--- src/wrap_zone_pkg.sv ---
/*
  Constants shared by the wrap-around position and blocking-zone logic:
  register indices, field positions, reset values and zone states.
  Assumes word-wide registers reached by index on the register port.
*/
package wrap_zone_pkg;

  localparam int POS_W = 32;

  localparam logic [6:0] ADDR_GENERAL_CONFIG = 7'h00;
  localparam logic [6:0] ADDR_REFERENCE_CONFIG = 7'h01;
  localparam logic [6:0] ADDR_EVENT_FLAGS = 7'h0E;
  localparam logic [6:0] ADDR_LOW_SOFT_LIMIT = 7'h33;
  localparam logic [6:0] ADDR_HIGH_SOFT_LIMIT = 7'h34;
  localparam logic [6:0] ADDR_LATCH_OR_TURN = 7'h36;
  localparam logic [6:0] ADDR_FRACTION_PER_TURN = 7'h7C;

  localparam int GC_TURN_READOUT_BIT = 0;
  localparam int RC_CIRCULAR_BIT = 0;
  localparam int RC_LOW_LIMIT_EN_BIT = 1;
  localparam int RC_HIGH_LIMIT_EN_BIT = 2;
  localparam int RC_ENC_WRAP_BIT = 3;
  localparam int EV_LOW_STOP_BIT = 0;
  localparam int EV_HIGH_STOP_BIT = 1;
  localparam int RAMP_KIND_POS_BIT = 2;

  localparam logic [31:0] GENERAL_CONFIG_RST = 32'h0000_0000;
  localparam logic [31:0] REFERENCE_CONFIG_RST = 32'h0000_0000;
  localparam logic [31:0] LIMIT_RST = 32'h0000_0000;
  localparam logic [31:0] FRACTION_RST = 32'h0000_0000;
  localparam logic [1:0] EVENT_RST = 2'h0;

  typedef enum logic [2:0] {
    ZS_FREE = 3'b001,
    ZS_BLOCKED = 3'b010,
    ZS_LEAVING = 3'b100
  } zone_state_t;

endpackage : wrap_zone_pkg

--- src/pos_if.sv ---
/*
  Carrier between a position owner and its user: step requests in,
  position and wrap pulses out.
  Assumes one clock domain shared by both ends.
*/
`timescale 1ns/1ps
interface pos_if #(parameter int W = 32);
  logic stepReq;
  logic stepUp;
  logic wrapEn;
  logic signed [W-1:0] halfRange;
  logic [31:0] fraction;
  logic signed [W-1:0] position;
  logic wrapUp;
  logic wrapDown;
  logic lastUp;

  modport owner (
    input stepReq, stepUp, wrapEn, halfRange, fraction,
    output position, wrapUp, wrapDown, lastUp
  );
  modport user (
    output stepReq, stepUp, wrapEn, halfRange, fraction,
    input position, wrapUp, wrapDown, lastUp
  );
endinterface : pos_if

--- src/wrap_zone_ctrl.sv ---
/*
  Wrap-around position, turn counter and blocking zone of a motion
  controller, with its register port.
  Assumes the ramp generator issues one-cycle step pulses and acts on
  routeUp and stopRampStart; target, ramp kind, half range and latched
  position come from registers kept elsewhere in the device.
*/
// Overview of operation
// Count turn up on forward wrap.
// Count turn down on reverse wrap.
// Index 0x36 reads latched position normally.
// Readout select bit swaps in turn count.
// Turn count zero while circular mode off.
// Zone only with wrap on, range nonzero.
// Zone limits from indices 0x33, 0x34.
// Positioning routes around the zone.
// Limit reached starts soft-limit stop ramp.
// Low below high: either side inside.
// Low above high: both sides inside.
// Host writes limits before enabling them.
// No zone: take shortest direction.
// Host exit: positioning, clear events, outside target.
// After exit, shortest route to target.
// Reading events clears soft-limit stop flags.
// Encoder wraps when its enable set.
// Turn completes at the wrap point.
// Fraction accumulates; carry holds one step.
// Turn count signed, wraps silently.
`timescale 1ns/1ps
module wrap_zone_ctrl
  import wrap_zone_pkg::*;
(
  input wire logic sys_clk,
  input wire logic rst_n,
  input wire logic [6:0] regAddr,
  input wire logic regWrEn,
  input wire logic [31:0] regWrData,
  input wire logic regRdEn,
  output logic [31:0] regRdData,
  output logic regRdValid,
  input wire logic stepReq,
  input wire logic stepUp,
  input wire logic encStepReq,
  input wire logic encStepUp,
  input wire logic signed [POS_W-1:0] halfRange,
  input wire logic signed [POS_W-1:0] targetPosition,
  input wire logic [2:0] rampKind,
  input wire logic signed [POS_W-1:0] latchedPosition,
  output logic signed [POS_W-1:0] actualPosition,
  output logic signed [POS_W-1:0] encoderPosition,
  output logic routeUp,
  output logic stopRampStart,
  output logic zoneBlocked
);
  logic [31:0] generalConfig_r;
  logic [31:0] referenceConfig_r;
  logic signed [POS_W-1:0] lowLimit_r;
  logic signed [POS_W-1:0] highLimit_r;
  logic [31:0] fraction_r;
  logic [1:0] events_r;
  logic [1:0] events_nxt;
  logic signed [31:0] turnCount_r;
  logic [31:0] rdData_r;
  logic rdValid_r;
  logic routeUp_r;
  logic stop_r;
  zone_state_t zone_r;
  zone_state_t zone_nxt;
  logic circularOn;
  logic wrapOn;
  logic limitsOn;
  logic targetInZone;
  logic leaveOk;
  logic zoneActive;
  logic positioning;
  logic lowHit;
  logic highHit;
  logic inZone;
  logic routeUpComb;
  logic avoidZone;
  logic enterZone;
  logic readEvents;
  logic [1:0] setEvents;
  logic [31:0] rdMux;

  pos_if #(.W(POS_W)) actIf ();
  pos_if #(.W(POS_W)) encIf ();

  assign circularOn = referenceConfig_r[RC_CIRCULAR_BIT];
  // Wrap needs a nonzero range; a zero range leaves plain counters
  assign wrapOn = circularOn && (halfRange != '0);
  assign limitsOn = referenceConfig_r[RC_LOW_LIMIT_EN_BIT]
    && referenceConfig_r[RC_HIGH_LIMIT_EN_BIT];
  assign zoneActive = wrapOn && limitsOn;
  assign positioning = rampKind[RAMP_KIND_POS_BIT];

  assign actIf.stepReq = stepReq;
  assign actIf.stepUp = stepUp;
  assign actIf.wrapEn = wrapOn;
  assign actIf.halfRange = halfRange;
  assign actIf.fraction = fraction_r;

  // Encoder follows the same wrap, without the fractional hold
  assign encIf.stepReq = encStepReq;
  assign encIf.stepUp = encStepUp;
  assign encIf.wrapEn = wrapOn && referenceConfig_r[RC_ENC_WRAP_BIT];
  assign encIf.halfRange = halfRange;
  assign encIf.fraction = 32'h0000_0000;

  wrap_position actPos (
    .sys_clk(sys_clk),
    .rst_n(rst_n),
    .p(actIf.owner)
  );

  wrap_position encPos (
    .sys_clk(sys_clk),
    .rst_n(rst_n),
    .p(encIf.owner)
  );

  // The zone is avoided only while not escaping it; escaping takes
  // the shortest route even though it starts inside the zone
  assign avoidZone = zoneActive && (zone_r != ZS_LEAVING);

  zone_route route (
    .actual(actIf.position),
    .target(targetPosition),
    .lowLimit(lowLimit_r),
    .highLimit(highLimit_r),
    .halfRange(halfRange),
    .wrapOn(actIf.wrapEn),
    .avoidZone(avoidZone),
    .lowHit(lowHit),
    .highHit(highHit),
    .inZone(inZone),
    .routeUp(routeUpComb)
  );

  // Same membership test on the target: the escape route is granted only
  // toward a target outside the zone, otherwise the ramp would stop again
  zone_route targetZone (
    .actual(targetPosition),
    .target(targetPosition),
    .lowLimit(lowLimit_r),
    .highLimit(highLimit_r),
    .halfRange(halfRange),
    .wrapOn(wrapOn),
    .avoidZone(1'b0),
    .lowHit(),
    .highHit(),
    .inZone(targetInZone),
    .routeUp()
  );

  assign enterZone = (zone_r == ZS_FREE) && zoneActive && inZone;
  assign readEvents = regRdEn && (regAddr == ADDR_EVENT_FLAGS);
  // Leaving needs positioning mode, cleared events and a target outside
  assign leaveOk = positioning && (events_r == 2'h0) && !targetInZone;

  // Register writes
  // Read-only and unmapped indices fall through and are ignored
  always_ff @(posedge sys_clk) begin
    if (!rst_n) begin
      generalConfig_r <= GENERAL_CONFIG_RST;
      referenceConfig_r <= REFERENCE_CONFIG_RST;
      lowLimit_r <= LIMIT_RST;
      highLimit_r <= LIMIT_RST;
      fraction_r <= FRACTION_RST;
    end else if (regWrEn) begin
      case (regAddr)
        ADDR_GENERAL_CONFIG: generalConfig_r <= regWrData;
        ADDR_REFERENCE_CONFIG: referenceConfig_r <= regWrData;
        ADDR_LOW_SOFT_LIMIT: lowLimit_r <= regWrData;
        ADDR_HIGH_SOFT_LIMIT: highLimit_r <= regWrData;
        ADDR_FRACTION_PER_TURN: fraction_r <= regWrData;
        default: ;
      endcase
    end
  end

  // Turn counter
  // It follows the wrap pulse, so it lags the position by one cycle
  always_ff @(posedge sys_clk) begin
    if (!rst_n) begin
      turnCount_r <= '0;
    end else if (!circularOn) begin
      turnCount_r <= '0;
    end else if (actIf.wrapUp) begin
      turnCount_r <= turnCount_r + 32'sh0000_0001;
    end else if (actIf.wrapDown) begin
      turnCount_r <= turnCount_r - 32'sh0000_0001;
    end
  end

  // Zone state: blocked after a limit hit until the escape conditions hold
  always_comb begin
    zone_nxt = zone_r;
    case (zone_r)
      ZS_FREE: begin
        if (enterZone) begin
          zone_nxt = ZS_BLOCKED;
        end
      end
      ZS_BLOCKED: begin
        if (!zoneActive) begin
          zone_nxt = ZS_FREE;
        end else if (leaveOk) begin
          zone_nxt = ZS_LEAVING;
        end
      end
      ZS_LEAVING: begin
        // Escape ends once the position is clear of the zone
        if (!zoneActive || !inZone) begin
          zone_nxt = ZS_FREE;
        end
      end
      default: zone_nxt = ZS_FREE;
    endcase
  end

  always_ff @(posedge sys_clk) begin
    if (!rst_n) begin
      zone_r <= ZS_FREE;
    end else begin
      zone_r <= zone_nxt;
    end
  end

  // Flag for the limit that was met: the travel direction tells which
  always_comb begin
    setEvents = 2'h0;
    if (enterZone) begin
      setEvents[EV_HIGH_STOP_BIT] = actIf.lastUp && highHit;
      setEvents[EV_LOW_STOP_BIT] = !(actIf.lastUp && highHit) && (lowHit || !highHit);
    end
    // Set wins over the read that clears
    events_nxt = (readEvents ? 2'h0 : events_r) | setEvents;
  end

  always_ff @(posedge sys_clk) begin
    if (!rst_n) begin
      events_r <= EVENT_RST;
    end else begin
      events_r <= events_nxt;
    end
  end

  // Stop ramp request and route
  // One-cycle request; the ramp generator keeps its own stop state
  always_ff @(posedge sys_clk) begin
    if (!rst_n) begin
      stop_r <= 1'b0;
      routeUp_r <= 1'b1;
    end else begin
      stop_r <= enterZone;
      routeUp_r <= routeUpComb;
    end
  end

  // Register reads
  // Data is registered so an events read and its clear share one edge
  always_comb begin
    case (regAddr)
      ADDR_GENERAL_CONFIG: rdMux = generalConfig_r;
      ADDR_REFERENCE_CONFIG: rdMux = referenceConfig_r;
      ADDR_EVENT_FLAGS: rdMux = {30'h0, events_r};
      ADDR_LOW_SOFT_LIMIT: rdMux = lowLimit_r;
      ADDR_HIGH_SOFT_LIMIT: rdMux = highLimit_r;
      ADDR_LATCH_OR_TURN: begin
        if (generalConfig_r[GC_TURN_READOUT_BIT]) begin
          rdMux = turnCount_r;
        end else begin
          rdMux = latchedPosition;
        end
      end
      ADDR_FRACTION_PER_TURN: rdMux = fraction_r;
      default: rdMux = 32'h0000_0000;
    endcase
  end

  always_ff @(posedge sys_clk) begin
    if (!rst_n) begin
      rdData_r <= 32'h0000_0000;
      rdValid_r <= 1'b0;
    end else begin
      rdValid_r <= regRdEn;
      if (regRdEn) begin
        rdData_r <= rdMux;
      end
    end
  end

  assign regRdData = rdData_r;
  assign regRdValid = rdValid_r;
  assign actualPosition = actIf.position;
  assign encoderPosition = encIf.position;
  assign routeUp = routeUp_r;
  assign stopRampStart = stop_r;
  assign zoneBlocked = (zone_r == ZS_BLOCKED);
endmodule : wrap_zone_ctrl

--- src/wrap_position.sv ---
/*
  One wrapping position counter with a fractional-turn accumulator.
  Assumes step requests are one-cycle pulses synchronous to sys_clk.
*/
`timescale 1ns/1ps
module wrap_position
  import wrap_zone_pkg::*;
(
  input wire logic sys_clk,
  input wire logic rst_n,
  pos_if.owner p
);
  logic signed [POS_W-1:0] pos_r;
  logic [30:0] acc_r;
  logic [1:0] hold_r;
  logic wrapUp_r;
  logic wrapDown_r;
  logic lastUp_r;
  logic [31:0] accSum;
  logic [1:0] extraSteps;
  logic atTop;
  logic atBottom;

  // Bit 31 of the fraction is a whole step; bits 30:0 carry into one more
  assign accSum = {1'b0, acc_r} + {1'b0, p.fraction[30:0]};
  assign extraSteps = {1'b0, p.fraction[31]} + {1'b0, accSum[31]};
  assign atTop = (pos_r == p.halfRange - 1);
  assign atBottom = (pos_r == -p.halfRange);

  always_ff @(posedge sys_clk) begin
    if (!rst_n) begin
      pos_r <= '0;
      acc_r <= '0;
      hold_r <= 2'h0;
      wrapUp_r <= 1'b0;
      wrapDown_r <= 1'b0;
      lastUp_r <= 1'b1;
    end else begin
      wrapUp_r <= 1'b0;
      wrapDown_r <= 1'b0;
      if (!p.wrapEn) begin
        hold_r <= 2'h0;
        acc_r <= '0;
      end
      if (p.stepReq) begin
        lastUp_r <= p.stepUp;
        if (p.wrapEn && (hold_r != 2'h0)) begin
          // Extra step spent at the wrap point
          hold_r <= hold_r - 2'h1;
        end else if (p.wrapEn && p.stepUp && atTop) begin
          pos_r <= -p.halfRange;
          wrapUp_r <= 1'b1;
          acc_r <= accSum[30:0];
          hold_r <= extraSteps;
        end else if (p.wrapEn && !p.stepUp && atBottom) begin
          pos_r <= p.halfRange - 1;
          wrapDown_r <= 1'b1;
          acc_r <= accSum[30:0];
          hold_r <= extraSteps;
        end else if (p.stepUp) begin
          pos_r <= pos_r + 1;
        end else begin
          pos_r <= pos_r - 1;
        end
      end
    end
  end

  assign p.position = pos_r;
  assign p.wrapUp = wrapUp_r;
  assign p.wrapDown = wrapDown_r;
  assign p.lastUp = lastUp_r;
endmodule : wrap_position

--- src/zone_route.sv ---
/*
  Combinational zone membership and route choice.
  Assumes positions lie inside the wrap range when wrap is on.
*/
`timescale 1ns/1ps
module zone_route
  import wrap_zone_pkg::*;
(
  input wire logic signed [POS_W-1:0] actual,
  input wire logic signed [POS_W-1:0] target,
  input wire logic signed [POS_W-1:0] lowLimit,
  input wire logic signed [POS_W-1:0] highLimit,
  input wire logic signed [POS_W-1:0] halfRange,
  input wire logic wrapOn,
  input wire logic avoidZone,
  output logic lowHit,
  output logic highHit,
  output logic inZone,
  output logic routeUp
);
  logic signed [POS_W:0] diff;
  logic signed [POS_W:0] fwd;
  logic shortUp;
  logic avoidUp;

  always_comb begin
    lowHit = (actual <= lowLimit);
    highHit = (actual >= highLimit);
    if (lowLimit < highLimit) begin
      inZone = lowHit | highHit;
    end else begin
      inZone = lowHit & highHit;
    end
    diff = {target[POS_W-1], target} - {actual[POS_W-1], actual};
    fwd = diff[POS_W] ? diff + {halfRange, 1'b0} : diff;
    shortUp = wrapOn ? (fwd <= {halfRange[POS_W-1], halfRange}) : (diff > 0);
    if (lowLimit < highLimit) begin
      // Free span does not cross the wrap point, so go straight
      avoidUp = (target > actual);
    end else if (target > actual) begin
      avoidUp = !((actual < highLimit) && (target >= highLimit));
    end else begin
      avoidUp = (actual > lowLimit) && (target <= lowLimit);
    end
    routeUp = avoidZone ? avoidUp : shortUp;
  end
endmodule : zone_route

--- config.mk ---
export PLATFORM = sky130hd
export DESIGN_NAME = wrap_zone_ctrl
export DESIGN_NICKNAME = d
export VERILOG_FILES = /design/src/wrap_zone_pkg.sv /design/src/pos_if.sv /design/src/wrap_zone_ctrl.sv /design/src/wrap_position.sv /design/src/zone_route.sv
export SDC_FILE = /design/constraint.sdc
export NUM_CORES = 2
export LEC_CHECK = 0
export BUFFER_PORTS_ARGS = -buffer_cell sky130_fd_sc_hd__buf_4
export CAP_MARGIN = 30
export CORE_ASPECT_RATIO = 0.8
export CORE_UTILIZATION = 41
export DETAILED_ROUTE_END_ITERATION = 10
export PLACE_DENSITY = 0.63
export SLEW_MARGIN = 5
export SYNTH_ARGS = -nofsm -noshare
export SYNTH_HDL_FRONTEND = slang
export SYNTH_SLANG_ARGS = --single-unit
--- constraint.sdc ---
create_clock -name sys_clk -period 9.5 [get_ports sys_clk]
set_input_delay 0.95 -clock sys_clk [delete_from_list [all_inputs] [get_ports sys_clk]]
set_output_delay 0.95 -clock sys_clk [all_outputs]
set_load 0.01 [all_outputs]
==> impl_metrics.json <==
{
  "period_needed_ns": 7.55,
  "instances_no_fill": 5227,
  "finalNetCount": 4716,
  "hold_buffers": 0,
  "cts_max_level": 2,
  "finClkSkew_ns": 0.0210,
  "first_pass_iters": 10,
  "p_int_mw": 3.25,
  "grt_pass1_wl_mm": 182,
  "fill_cells": 7598,
  "post_synth_instance_area_sq_um": 31600,
  "post-route-util": 0.473,
  "die_w_um": 312,
  "grt_max_degree": 234,
  "finalSetupViolations": 0,
  "cts_buffers": 39,
  "combinationalPowerShare": 0.408,
  "tightestPinTransition_ns": 1.03,
  "crit_slowest_cell": "dfxtp_1",
  "grt_use_total": 0.303,
  "antenna_found_initial": 9,
  "status": "finished clean",
  "cp-end-kind": "flop",
  "synth-edff-count": 0,
  "p_per_area_nw_per_um2": 147,
  "crit_type": "flop to flop",
  "place_inst": 5152,
  "ys.flop_type": "dfxtp_1",
  "gp_congestion": 1.01,
  "vias": 31700,
  "ctsResizeCount": 0,
  "slowest_delay_ns": 0.75,
  "ctsLongestPathBuffers": 3,
  "dp_hpwl_mm": 93.0,
  "initial_core_util": 0.417,
  "drv_slew": 0,
  "clkLatencyLatePin_ns": 0.58,
  "path_max_fanout": 8,
  "routed_via_density": 6.06,
  "required_ns": 9.97,
  "dieArea_sq_um": 78200,
  "root_buffer": "clkbuf_16",
  "synthArstFlopShare": 0,
  "drtIter0Drc": 4058,
  "syn_nets": 4551,
  "cp_data_arrival_time_ns": 8.02,
  "syn_to_final_growth_pct": 13.5,
  "finalHoldWorstSlack_ns": 0.466,
  "port-buffer-count": 243,
  "dpl_cell_area_sq_um": 34500,
  "synth.distinct_cells": 96,
  "pin_count": 246,
  "syn_inst": 4018,
  "p_leak_nw": 14.7,
  "post_cts_buffers": 0,
  "tritoncts": "built",
  "yosysSeqAreaShare": 0.211,
  "yosys_warnings": 0,
  "grt-ovfl-total": 0,
  "start_kind": "flop",
  "drc": 0,
  "design_area_sq_um": 35900,
  "switchingPower_mw": 2.02,
  "cts.sinks": 334,
  "swShare": 0.384,
  "wirelength_mm": 123,
  "ant_nets": 0,
  "fin_crit_sh": 0.794,
  "max_slew_margin": 0.306,
  "clkPwrFrac": 0.297,
  "path_common_cell": "nand3_1",
  "first_global_vias": 28600,
  "avgSynthCellArea_sq_um": 7.87,
  "die_height_um": 250,
  "clk_pin_slew_ns": 0.08,
  "fmax_mhz": 132,
  "rows": 90,
  "rsz0062_at_grt": "false",
  "peakVddDrop_mv": 0.119,
  "min_path_type": "flop to flop",
  "drv_cap": 0,
  "hold_violations": 0,
  "coreArea_sq_um": 75900,
  "layout-drive-gt1-share": 0.116,
  "seqPwrFrac": 0.295,
  "routedWlPerCell_um": 23.5,
  "setup-tns-final_ns": 0,
  "synth-seq-cells": 334
}
## registers in the layout, indices dropped and copies added, names as in the netlist, 2 cells and up
| register | flops |
|---|---|
| actIf.fraction | 32 |
| actPos.acc_r | 31 |
| actPos.hold_r | 2 |
| actPos.p.position | 32 |
| encPos.hold_r | 2 |
| encPos.p.position | 32 |
| events_r | 2 |
| generalConfig_r | 32 |
| highLimit_r | 32 |
| lowLimit_r | 32 |
| referenceConfig_r | 32 |
| regRdData | 32 |
| turnCount_r | 32 |
| zone_r | 3 |
## metal layers
| metal | routed length, um | vias to the layer above | part of all wire | track usage |
|---|---|---|---|---|
| met1 | 55000 | 14800 | 0.45 | 0.443 |
| met2 | 49100 | 1531 | 0.40 | 0.427 |
| met4 | 2980 | 12 | 0.024 | 0.0696 |
| li1 | - | 15100 | - | - |
| met5 | 77 | - | 0.00063 | 0 |
| met3 | 15500 | 198 | 0.13 | 0.0936 |
## power by group through the flow
stage / sequential (mW) / clock (mW) / combinational [mW]
6_report: 1.55 / 1.56 / 2.15
5_1_grt: 1.55 / 1.64 / 2.36
4_1_cts: 1.54 / 1.58 / 2.10
3_5_place_dp: 1.58 / 0 / 2.08
3_3_place_gp: 1.58 / 0 / 2.08
2_1_floorplan: 1.54 / 0 / 1.48
## worst paths after layout
path                         start                     to  slack, ns  cells past startpoint
max           actPos.p.position[0]                routeUp       1.95                     31
min          referenceConfig_r[29]  referenceConfig_r[29]       0.47                      2
max reg2reg   actPos.p.position[0]                routeUp       1.95                     31
min reg2reg  referenceConfig_r[29]  referenceConfig_r[29]       0.47                      2
## synthesized netlist by cell type, types with 21 or more instances
| master | number | share of area |
|---|---|---|
| a21boi_0 | 185 | 0.044 |
| nor2b_1 | 71 | 0.014 |
| nand2b_1 | 36 | 0.0071 |
| nor3_1 | 53 | 0.0084 |
| a211oi_1 | 52 | 0.012 |
| dfxtp_1 | 334 | 0.21 |
| nand4_1 | 72 | 0.014 |
| and3_1 | 21 | 0.0042 |
| o211ai_1 | 33 | 0.0078 |
| and2_1 | 24 | 0.0047 |
| a31oi_1 | 35 | 0.0069 |
| nor4_1 | 32 | 0.0063 |
| buf_2 | 25 | 0.0040 |
| or3_1 | 26 | 0.0051 |
| xnor2_1 | 150 | 0.042 |
| a222oi_1 | 62 | 0.020 |
| o21a_1 | 76 | 0.018 |
| ha_1 | 381 | 0.15 |
| inv_1 | 188 | 0.022 |
| nor2_1 | 187 | 0.022 |
| clkbuf_1 | 139 | 0.017 |
| o21bai_1 | 26 | 0.0062 |
| nand2_1 | 599 | 0.071 |
| xor2_1 | 71 | 0.020 |
| a21o_1 | 138 | 0.033 |
| o21ai_0 | 192 | 0.030 |
| nand3_1 | 102 | 0.016 |
| a21oi_1 | 301 | 0.048 |
| xnor3_1 | 35 | 0.025 |
| mux2_2 | 37 | 0.013 |
## cells in the final DEF, fill, tap and decap left out, types with 21 or more instances in the layout
cell and n:
xor2_1 71, nand2_1 594, nor2_1 186, xnor2_1 150, or3_1 26, a21o_1 138
nor4_1 31, clkbuf_16 39, dfxtp_1 334, o21bai_1 26, and3_1 21, nand2b_1 36
a222oi_1 62, o21ai_0 192, nand3_1 102, ha_1 381, o21a_1 76, nor2b_1 71
xnor3_1 35, buf_4 295, a21oi_1 301, nand4_1 72, nor3_1 51, inv_1 188
o211ai_1 33, and2_1 24, a21boi_0 185, a31oi_1 34, a211oi_1 52, mux2_2 37
## metrics by stage
stage / worst slack (ns) / power, mW
final: 1.95 / 5.27
after detailed placement: 1.73 / 3.66
after global placement: 1.85 / 3.65
after CTS: 2.09 / 5.22
after global routing: 1.43 / 5.55
after floorplan: 2.88 / 3.02
## worst max-delay path, delay by kind of cell (launching register included)
| family | cells | cell delay, ns |
|---|---|---|
| multiplexers | 1 | 0.26 |
| XOR/XNOR | 1 | 0.13 |
| AO/OA/AOI/OAI | 13 | 2.94 |
| AND/OR/NAND/NOR | 11 | 2.00 |
| adder cells (fa/ha/maj) | 4 | 1.30 |
| flip-flops | 1 | 0.75 |
| buffers and inverters | 1 | 0.06 |
## layout make-up
| cell class | count | area [sq um] | share of cell area |
|---|---|---|---|
| multi-input cells | 3317 | 23600 | 0.657 |
| flip-flops and latches | 334 | 6690 | 0.186 |
| repair buffers | 302 | 2340 | 0.0653 |
| well taps | 1012 | 1270 | 0.0353 |
| clock buffers | 57 | 1120 | 0.0313 |
| inverters | 189 | 709 | 0.0198 |
| clock inverters | 14 | 173 | 0.00481 |
| diodes | 2 | 5.00 | 0.000140 |
## cell families after synthesis
| family | share of synthesized area |
|---|---|
| flops | 0.211 |
| fa+ha+maj | 0.155 |
| xor+xnor | 0.0882 |
| mux | 0.0182 |
| buf+inv | 0.0459 |
| compound gates | 0.273 |
| simple gates | 0.208 |
No activity file was read; power rests on OpenSTA's default activity.
